$ cat src/include/adc_fe_pkg.sv
package adc_fe_pkg;

  // ==========================================================
  // register selects and layout
  localparam logic [2:0]  SEL_AMP        = 3'h0;     // amplifier_setting
  localparam logic [2:0]  SEL_IA_SCALE   = 3'h1;     // phase_a_current_scale
  localparam logic [2:0]  SEL_IB_SCALE   = 3'h2;     // phase_b_current_scale
  localparam logic [2:0]  SEL_IC_SCALE   = 3'h3;     // phase_c_current_scale
  localparam logic [2:0]  SEL_IN_SCALE   = 3'h4;     // neutral_current_scale
  localparam int          PH_AMP_LSB     = 0;        // phase_current_amp_field
  localparam int          NE_AMP_LSB     = 3;        // neutral_current_amp_field
  localparam int          VO_AMP_LSB     = 6;        // voltage_amp_field
  localparam logic [15:0] AMP_RESET      = 16'h0000; // all gains 1
  localparam logic [23:0] SCALE_RESET    = 24'h000000;
  localparam logic [2:0]  AMP_CODE_MAX   = 3'h4;     // code 4 is gain 16

  // ==========================================================
  // converter timing
  localparam int          MOD_DIV        = 16;       // modulator rate divider
  localparam real         MOD_RATE_MHZ   = 1.024;    // nominal modulator rate
  localparam real         OUT_RATE_KSPS  = 8.0;      // output word rate
  localparam int          DECIM          = int'(MOD_RATE_MHZ * 1000.0 / OUT_RATE_KSPS);
  localparam int          CODE_SHIFT     = 16;       // bit-count to 24-bit scale
  localparam logic [23:0] NOMINAL_FS     = 24'h5A7540;
  localparam logic [23:0] CODE_MAX       = 24'h7FFFFF;
  localparam logic [23:0] CODE_MIN       = 24'h800000;

  // ==========================================================
  // enumerations and carriers
  typedef enum logic [1:0] {FULL_OPERATING_MODE, REDUCED_CURRENT_MONITOR_MODE,
                            LOW_POWER_THRESHOLD_MODE, SLEEP_MODE} power_mode_t;
  typedef enum logic [1:0] {WORD_8, WORD_16, WORD_32} word_size_t;
  // channel order: 0 ia, 1 ib, 2 ic, 3 in, 4 va, 5 vb, 6 vc
  typedef struct packed {
    logic [6:0][23:0] code;
  } sample_set_t;

endpackage

$ cat src/verilog/adc_front_end.sv
`timescale 1ns/1ps
`default_nettype none
module adc_front_end
  import adc_fe_pkg::*;
(
  input  wire logic        CLK,            // device input clock
  input  wire logic        RST_B,          // async reset, active low
  input  wire power_mode_t POWER_MODE,     // current power mode
  input  wire logic        REG_WR,         // register write strobe
  input  wire logic        REG_RD,         // register read strobe
  input  wire logic [2:0]  REG_SEL,        // register select
  input  wire word_size_t  REG_SIZE,       // transfer word size
  input  wire logic [31:0] REG_WDATA,      // write data, low-justified
  output logic      [31:0] REG_RDATA,      // read data
  output logic             REG_RVALID,     // read data valid pulse
  output logic             MOD_CLK_EN,     // modulator sample pulse
  input  wire logic [6:0]  MOD_BITS,       // modulator bit streams
  output logic      [6:0]  ADC_PWR_EN,     // converter power enables
  output logic      [4:0]  PHASE_I_GAIN,   // phase current amplifier gain
  output logic      [4:0]  NEUTRAL_I_GAIN, // neutral amplifier gain
  output logic      [4:0]  VOLTAGE_GAIN,   // voltage amplifier gain
  output logic             GAIN_RESERVED,  // a field holds a reserved code
  output sample_set_t      SAMPLES,        // output codes, current channels scaled
  output logic             SAMPLE_VALID    // new sample set pulse
);

  // ==========================================================
  // helpers
  // clamp a wide signed value into the 24-bit code range
  function automatic logic [23:0] sat24(input logic signed [48:0] v);
    if (v > $signed({25'h0, CODE_MAX}))
      sat24 = CODE_MAX;
    else if (v < $signed({{25{1'b1}}, CODE_MIN}))
      sat24 = CODE_MIN;
    else
      sat24 = v[23:0];
  endfunction

  // amplifier code to gain; reserved codes fall back to unity
  function automatic logic [4:0] amp_gain(input logic [2:0] c);
    amp_gain = (c <= AMP_CODE_MAX) ? 5'(5'h01 << c) : 5'h01;
  endfunction

  // x * (1 + g / 2^23), saturated
  function automatic logic [23:0] apply_scale(input logic [23:0] x, input logic [23:0] g);
    logic signed [47:0] prod;
    prod = $signed(x) * $signed(g);
    apply_scale = sat24(49'($signed(x)) + 49'(prod >>> 23));
  endfunction

  // gain register as a 32-bit port word: zero nibble, 28-bit sign extension
  function automatic logic [31:0] scale_word(input logic [23:0] g);
    scale_word = {4'h0, {4{g[23]}}, g};
  endfunction

  // ==========================================================
  // register file
  logic [15:0]       amp_q;       // amplifier_setting
  logic [3:0][23:0]  scale_q;     // current scale registers, ia ib ic in
  logic [31:0]       wmask;       // bytes covered by the transfer
  logic [31:0]       rd_word;     // selected register as port word
  logic [2:0]        sidx;        // scale register index

  // narrower transfers touch only the low bytes of a register
  assign wmask = (REG_SIZE == WORD_8)  ? 32'h000000FF :
                 (REG_SIZE == WORD_16) ? 32'h0000FFFF : 32'hFFFFFFFF;
  assign sidx  = REG_SEL - SEL_IA_SCALE;
  assign rd_word = (REG_SEL == SEL_AMP) ? {16'h0000, amp_q} :
                   (REG_SEL >= SEL_IA_SCALE && REG_SEL <= SEL_IN_SCALE) ?
                   scale_word(scale_q[sidx[1:0]]) : 32'h00000000;

  // writes; unmapped selects are ignored
  always_ff @(posedge CLK or negedge RST_B)
  begin
    if (!RST_B)
    begin
      amp_q   <= AMP_RESET;
      scale_q <= {4{SCALE_RESET}};
    end
    else if (REG_WR)
    begin
      if (REG_SEL == SEL_AMP)
        amp_q <= (amp_q & ~wmask[15:0]) | (REG_WDATA[15:0] & wmask[15:0]);
      else if (REG_SEL >= SEL_IA_SCALE && REG_SEL <= SEL_IN_SCALE)
        scale_q[sidx[1:0]] <= (scale_q[sidx[1:0]] & ~wmask[23:0]) | (REG_WDATA[23:0] & wmask[23:0]);
    end
  end

  // reads answer one cycle after the strobe, cut to the word size
  always_ff @(posedge CLK or negedge RST_B)
  begin
    if (!RST_B)
    begin
      REG_RDATA  <= 32'h00000000;
      REG_RVALID <= 1'b0;
    end
    else
    begin
      REG_RVALID <= REG_RD;
      if (REG_RD)
        REG_RDATA <= rd_word & wmask;
    end
  end

  // ==========================================================
  // amplifier gain selection
  logic [2:0] ph_code;  // phase current field
  logic [2:0] ne_code;  // neutral field
  logic [2:0] vo_code;  // voltage field

  assign ph_code = amp_q[PH_AMP_LSB +: 3];
  assign ne_code = amp_q[NE_AMP_LSB +: 3];
  assign vo_code = amp_q[VO_AMP_LSB +: 3];

  // gains registered so the analog side sees clean levels
  always_ff @(posedge CLK or negedge RST_B)
  begin
    if (!RST_B)
    begin
      PHASE_I_GAIN   <= 5'h01;
      NEUTRAL_I_GAIN <= 5'h01;
      VOLTAGE_GAIN   <= 5'h01;
      GAIN_RESERVED  <= 1'b0;
    end
    else
    begin
      PHASE_I_GAIN   <= amp_gain(ph_code);
      NEUTRAL_I_GAIN <= amp_gain(ne_code);
      VOLTAGE_GAIN   <= amp_gain(vo_code);
      GAIN_RESERVED  <= (ph_code > AMP_CODE_MAX) || (ne_code > AMP_CODE_MAX) ||
                        (vo_code > AMP_CODE_MAX);
    end
  end

  // ==========================================================
  // power gating per mode
  logic [6:0] pwr_d;  // enables implied by the mode

  assign pwr_d = (POWER_MODE == FULL_OPERATING_MODE)          ? 7'h7F :
                 (POWER_MODE == REDUCED_CURRENT_MONITOR_MODE) ? 7'h07 :
                                                                7'h00;

  always_ff @(posedge CLK or negedge RST_B)
  begin
    if (!RST_B)
      ADC_PWR_EN <= 7'h00;
    else
      ADC_PWR_EN <= pwr_d;
  end

  // ==========================================================
  // modulator rate divider and decimation window
  logic [3:0] div_q;  // input clock divider
  logic [6:0] dec_q;  // modulator samples in the current window
  logic       win_end;

  assign MOD_CLK_EN = (div_q == 4'(MOD_DIV - 1));
  assign win_end    = MOD_CLK_EN && (dec_q == 7'(DECIM - 1));

  always_ff @(posedge CLK or negedge RST_B)
  begin
    if (!RST_B)
    begin
      div_q <= 4'h0;
      dec_q <= 7'h00;
    end
    else
    begin
      div_q <= div_q + 4'h1;  // wraps every sixteen clocks
      if (MOD_CLK_EN)
        dec_q <= dec_q + 7'h01;
    end
  end

  // ==========================================================
  // decimating filter: a 128-tap boxcar; every channel uses the same
  // arithmetic so equal inputs give equal codes, at the cost of a
  // poorer stopband than a real sinc cascade
  logic [6:0][7:0]  ones_q;  // ones counted per channel
  logic [6:0][23:0] raw;     // unscaled code at window end
  logic [6:0][7:0]  ones_n;  // count including this bit

  for (genvar c = 0; c < 7; c++)
  begin : g_ch
    logic signed [10:0] bal;  // ones minus zeros
    assign ones_n[c] = ones_q[c] + {7'h00, MOD_BITS[c]};
    assign bal       = $signed({2'b00, ones_n[c], 1'b0}) - 11'sd128;
    assign raw[c]    = sat24(49'(bal) <<< CODE_SHIFT);
  end

  // count ones; unpowered channels stay cleared
  always_ff @(posedge CLK or negedge RST_B)
  begin
    if (!RST_B)
      ones_q <= '0;
    else if (MOD_CLK_EN)
    begin
      for (int c = 0; c < 7; c++)
        ones_q[c] <= (win_end || !ADC_PWR_EN[c]) ? 8'h00 : ones_n[c];
    end
  end

  // ==========================================================
  // current scaling and output words; the live scale register is
  // used, so a new value reaches its own channel's code from the next word on
  always_ff @(posedge CLK or negedge RST_B)
  begin
    if (!RST_B)
    begin
      SAMPLES      <= '0;
      SAMPLE_VALID <= 1'b0;
    end
    else
    begin
      SAMPLE_VALID <= win_end;
      if (win_end)
      begin
        for (int c = 0; c < 7; c++)
        begin
          if (!ADC_PWR_EN[c])
            SAMPLES.code[c] <= 24'h000000;
          else if (c < 4)
            SAMPLES.code[c] <= apply_scale(raw[c], scale_q[2'(c)]);
          else
            SAMPLES.code[c] <= raw[c];
        end
      end
    end
  end

  // ==========================================================
  // checks
  logic [7:0] gap_q;  // clocks since last modulator pulse
  always_ff @(posedge CLK or negedge RST_B)
  begin
    if (!RST_B)
      gap_q <= 8'h00;
    else
      gap_q <= MOD_CLK_EN ? 8'h00 : gap_q + 8'h01;
  end

  // clocks since the last output word; a counter stands in for a long
  // delay, which the property tools would have to unroll
  logic [11:0] word_gap_q;   // clocks since SAMPLE_VALID
  logic        word_seen_q;  // one word seen since reset
  always_ff @(posedge CLK or negedge RST_B)
  begin
    if (!RST_B)
    begin
      word_gap_q  <= 12'h000;
      word_seen_q <= 1'b0;
    end
    else
    begin
      word_gap_q  <= SAMPLE_VALID ? 12'h000 : word_gap_q + 12'h001;
      word_seen_q <= word_seen_q || SAMPLE_VALID;
    end
  end

  AST_DIV16: assert property (@(posedge CLK) disable iff (!RST_B)
    MOD_CLK_EN |-> ##1 !MOD_CLK_EN [*8] ##1 !MOD_CLK_EN [*7] ##1 MOD_CLK_EN)
    else $error("modulator pulse not every sixteen clocks");
  AST_GAP: assert property (@(posedge CLK) disable iff (!RST_B)
    gap_q <= 8'd15)
    else $error("modulator pulse missing");
  AST_PH_GAIN: assert property (@(posedge CLK) disable iff (!RST_B)
    ##1 (PHASE_I_GAIN == amp_gain($past(amp_q[2:0]))))
    else $error("phase gain does not follow low field");
  AST_NE_GAIN: assert property (@(posedge CLK) disable iff (!RST_B)
    $changed(amp_q[5:3]) && amp_q[5:3] == 3'h2 |=> NEUTRAL_I_GAIN == 5'h04)
    else $error("neutral gain wrong");
  AST_VO_GAIN: assert property (@(posedge CLK) disable iff (!RST_B)
    amp_q[8:6] == 3'h4 |=> VOLTAGE_GAIN == 5'h10)
    else $error("voltage gain wrong");
  AST_GAIN_SET: assert property (@(posedge CLK) disable iff (!RST_B)
    $onehot(PHASE_I_GAIN) && $onehot(NEUTRAL_I_GAIN) && $onehot(VOLTAGE_GAIN))
    else $error("gain outside allowed set");
  AST_RESERVED: assert property (@(posedge CLK) disable iff (!RST_B)
    amp_q[2:0] > 3'h4 |=> GAIN_RESERVED && PHASE_I_GAIN == 5'h01)
    else $error("reserved code not flagged");
  AST_FULL: assert property (@(posedge CLK) disable iff (!RST_B)
    POWER_MODE == FULL_OPERATING_MODE |=> ADC_PWR_EN == 7'h7F)
    else $error("full mode not all powered");
  AST_REDUCED: assert property (@(posedge CLK) disable iff (!RST_B)
    POWER_MODE == REDUCED_CURRENT_MONITOR_MODE |=> ADC_PWR_EN == 7'h07)
    else $error("reduced mode power wrong");
  AST_OFF: assert property (@(posedge CLK) disable iff (!RST_B)
    (POWER_MODE == LOW_POWER_THRESHOLD_MODE || POWER_MODE == SLEEP_MODE) |=> ADC_PWR_EN == 7'h00)
    else $error("converters not powered down");
  AST_RATE: assert property (@(posedge CLK) disable iff (!RST_B)
    SAMPLE_VALID && word_seen_q |-> word_gap_q == 12'(DECIM * MOD_DIV - 1))
    else $error("output word rate wrong");
  AST_RATE_GAP: assert property (@(posedge CLK) disable iff (!RST_B)
    word_seen_q |-> word_gap_q <= 12'(DECIM * MOD_DIV - 1))
    else $error("output word missing");
  AST_GATED: assert property (@(posedge CLK) disable iff (!RST_B)
    SAMPLE_VALID && $past(ADC_PWR_EN[6:4]) == 3'h0 |-> SAMPLES.code[6:4] == '0)
    else $error("powered-down channel gave data");
  AST_UNITY: assert property (@(posedge CLK) disable iff (!RST_B)
    win_end && ADC_PWR_EN[0] && scale_q[0] == 24'h0 |=> SAMPLES.code[0] == $past(raw[0]))
    else $error("zero scale altered phase a");
  AST_READ: assert property (@(posedge CLK) disable iff (!RST_B)
    REG_RD && REG_SEL == SEL_IA_SCALE && REG_SIZE == WORD_32 |=>
    REG_RVALID && REG_RDATA == {4'h0, {4{$past(scale_q[0][23])}}, $past(scale_q[0])})
    else $error("scale read format wrong");
  AST_NARROW: assert property (@(posedge CLK) disable iff (!RST_B)
    REG_RD && REG_SIZE == WORD_8 |=> REG_RDATA[31:8] == 24'h0)
    else $error("byte read not masked");

endmodule
`default_nettype wire
$ cat config.mk
export PLATFORM = sky130hd
export DESIGN_NAME = adc_front_end
export DESIGN_NICKNAME = d
export VERILOG_FILES = /design/src/include/adc_fe_pkg.sv /design/src/verilog/adc_front_end.sv
export SDC_FILE = /design/constraint.sdc
export NUM_CORES = 2
export LEC_CHECK = 0
export BUFFER_PORTS_ARGS = -buffer_cell sky130_fd_sc_hd__clkbuf_2
export CORE_MARGIN = 2
export CORE_UTILIZATION = 43
export DETAILED_ROUTE_END_ITERATION = 6
export SLEW_MARGIN = 20
export SYNTH_ARGS = -nofsm -noshare
export SYNTH_HDL_FRONTEND = slang
export SYNTH_SLANG_ARGS = --single-unit
$ cat constraint.sdc
create_clock -name CLK -period 22 [get_ports CLK]
set_input_delay 3.3 -clock CLK [delete_from_list [all_inputs] [get_ports CLK]]
set_output_delay 3.3 -clock CLK [all_outputs]
set_load 0.005 [all_outputs]
==> impl_metrics.csv <==
group,metric,value,unit
finish,register_area,6990,um2
sta,tns,0,ns
synthesis,yosysSeqAreaShare,16.0,%
floorplanning,die_x,322,um
worst_setup_path,cp.arrival,16.02,ns
finish,final_common_cell,"inv_1",
grt,grt_max_degree,83,
clock_tree,cts_tree,"done",
clock_tree,cts_buffers,34,
sta,timing.hold.ws,0.470,ns
routing,viasPerCell,5.04,
worst_setup_path,critPathRequiredTime,22.45,ns
clock_tree,clkLatencyLatePin,0.57,ns
placed_design,dp_hpwl,84.3,mm
floorplanning,core.rowCount,116,
finish,layout.nets,5656,
clock_tree,htreeDepth,2,
finish,drive_gt1_share,9.09,%
synthesis,ys_seq_elements,279,
worst_setup_path,critPathTopFamily,"adder cells",
floorplanning,io_pins,276,
sta,setup_viol,0,
floorplanning,initial_core_util,43.5,%
synthesis,synth_area_per_cell,10.0,um2
synthesis,synthFlopType,"dfrtp_1",
clock_tree,hold_buffers,0,
outcome,outcome,"finished clean",
synthesis,postSynth.asyncResetShare,100,%
sta,maxSlewViolCount,0,
worst_setup_path,crit_buf_inv,8,
routing,drtPass1Iterations,5,
synthesis,yosysWarnings,0,
synthesis,syn_area,43600,um2
floorplanning,die_area,104000,um2
min_path,min_path_type,"register to register",
finish,multi_input_area,31800,um2
worst_setup_path,setup.worst_path.end_class,"register",
worst_setup_path,crit_fanout,42,
synthesis,postSynthCellCount,4343,
floorplanning,core-area,100000,um2
clock_tree,ctsResizeCount,0,
worst_setup_path,crit_top_cell,"fa_1",
worst_setup_path,path_class,"input pin to register",
grt,grt_usage,20.4,%
clock_tree,cts-root-buf,"clkbuf_16",
placed_design,place_congestion,0.843,
sta,hold_viol,0,
grt,grt_pass1_wl,167,mm
routing,antenna_left,0,
sta,relSlewSlack,23.4,%
floorplanning,dieHeight,322,um
synthesis,synth_edf_count,0,
clock_tree,post-cts-setup-buffer-count,0,
placed_design,pre_cts_ws,5.85,ns
sta,max_slew.worst_pin.slew,1.14,ns
routing,vias,29300,
worst_setup_path,startpoint_type,"input pin",
routing,dr.first_iter.drc_count,1375,
grt,grt_pass1_vias,30600,
finish,mostFrequentLayoutCells,"inv_1, fa_1, nand2_1",
sta,rsz0062_at_grt,"false",
grt,antenna_found_initial,8,
sta,finalCritPeriodShare,70.8,%
grt,grt_overflow,0,
sta,final.setup_skew,0.0180,ns
clock_tree,cts.path.max_buffers,3,
sta,final.min_clock_period,15.57,ns
finish,areaGrowthSynthToFinish,7.02,%
routing,routed_wirelength,101,mm
finish,fillers,9443,
sta,fmax,64.2,MHz
clock_tree,cts.clk_slew.worst_paths,0.06,ns
worst_setup_path,crit_path_top_delay_cell,"nor4_1",
flow_run,max_cap_viol_count,0,
placed_design,port_buffers,213,
sta,fin_ws,6.43,ns
worst_setup_path,crit_path_max_incr_delay,0.87,ns
clock_tree,cts_sinks,279,
synthesis,synth.distinct_cells,75,
routing,remaining_drc_errors,0,
routing,post_drt_wl_per_cell,17.4,um
## stage by stage
step                utilization [%]  cell area [um2]  std cells
CTS                            46.5            46600       5813
detailed placement             45.3            45500       5754
global route                   46.5            46600       5813
floorplan                         -            43800       4394
finish                         46.5            46600       5815
global placement               45.3            45500       5754
## worst paths after layout
path                       slack (ns)                         end   startpoint  cells after the start
hold reg to reg                  0.47                  SAMPLES[0]   SAMPLES[0]                      2
setup / recovery                 6.43                 SAMPLES[40]  MOD_BITS[1]                     39
hold / removal                   0.47                  SAMPLES[0]   SAMPLES[0]                      2
min in group asynchronous        2.67                 SAMPLES[44]        RST_B                      1
setup reg to reg                 9.06                 SAMPLES[40]    ones_q[8]                     38
max in group asynchronous       17.78  asynchronous set/reset pin        RST_B                      2
## flip-flops by register name (all words and copies together), names as in the netlist, named ones only
signal,count
amp_q,8
ADC_PWR_EN,2
SAMPLE_VALID,1
VOLTAGE_GAIN,5
ones_q,40
REG_RDATA,24
dec_q,7
NEUTRAL_I_GAIN,5
div_q,4
PHASE_I_GAIN,5
GAIN_RESERVED,1
SAMPLES,72
scale_q,96
REG_RVALID,1
## Yosys cell counts, types with 6 or more instances
| library cell | count | area, um2 |
|---|---|---|
| o22ai_1 | 16 | 100 |
| dfrtp_1 | 276 | 6910 |
| mux2i_1 | 18 | 180 |
| xor2_1 | 51 | 447 |
| or3_1 | 8 | 50.1 |
| or2_2 | 6 | 37.5 |
| ha_1 | 315 | 3940 |
| buf_2 | 8 | 40.0 |
| clkbuf_1 | 102 | 383 |
| xnor2_1 | 94 | 823 |
| o21a_1 | 23 | 173 |
| and3_1 | 41 | 257 |
| o31ai_1 | 11 | 82.6 |
| a211oi_1 | 12 | 90.1 |
| o211ai_1 | 32 | 240 |
| mux4_2 | 24 | 541 |
| inv_1 | 963 | 3610 |
| fa_1 | 858 | 17200 |
| a221o_1 | 21 | 210 |
| buf_1 | 22 | 82.6 |
| a21o_1 | 65 | 488 |
| buf_4 | 111 | 833 |
| nand3_1 | 41 | 205 |
| nand2_1 | 403 | 1510 |
| mux2_2 | 49 | 552 |
| and2_1 | 205 | 1280 |
| nor3_1 | 18 | 90.1 |
| a21oi_1 | 103 | 515 |
| o21ai_0 | 176 | 881 |
| nand4_1 | 20 | 125 |
| a22oi_1 | 16 | 120 |
| nor2b_1 | 14 | 87.6 |
| nor4_1 | 6 | 37.5 |
| nand2b_1 | 20 | 125 |
| nor2_1 | 78 | 293 |
| nor4b_1 | 6 | 52.6 |
| a22o_1 | 22 | 193 |
| and4_1 | 7 | 61.3 |
## metal layers
metal  part of all wire [%]  track usage [%]
met3                    6.5             4.04
met4                    2.6             5.31
met5                  0.068                0
met2                     45             31.6
met1                     46             29.5
## tightest hold or removal path, cell delays in order (launching register included)
cell     delay, ns
dfrtp_1       0.34
nand2_1       0.05
nand2_1       0.05
## cells by family after synthesis
| kind of cell | count (synthesis) | share of synthesized area, % |
|---|---|---|
| buffers and inverters | 1209 | 11.5 |
| adder cells (fa/ha/maj) | 1173 | 48.4 |
| AND/OR/NAND/NOR | 885 | 9.91 |
| AO/OA/AOI/OAI | 560 | 8.31 |
| flip-flops | 279 | 16.0 |
| XOR/XNOR | 145 | 2.91 |
| multiplexers | 91 | 2.92 |
| other | 1 | 0.00860 |
## cell type report
type                    count  area share (%)
clock inverters            13           0.392
flip-flops and latches    279            15.0
diodes                      2          0.0107
repair buffers            249            2.89
clock buffers              46            2.11
well taps                1357            3.64
multi-input cells        2906            68.2
inverters                 963            7.75
Power is not shown: default switching activity piles up to over one toggle a cycle in this logic, so the estimate is an artifact.
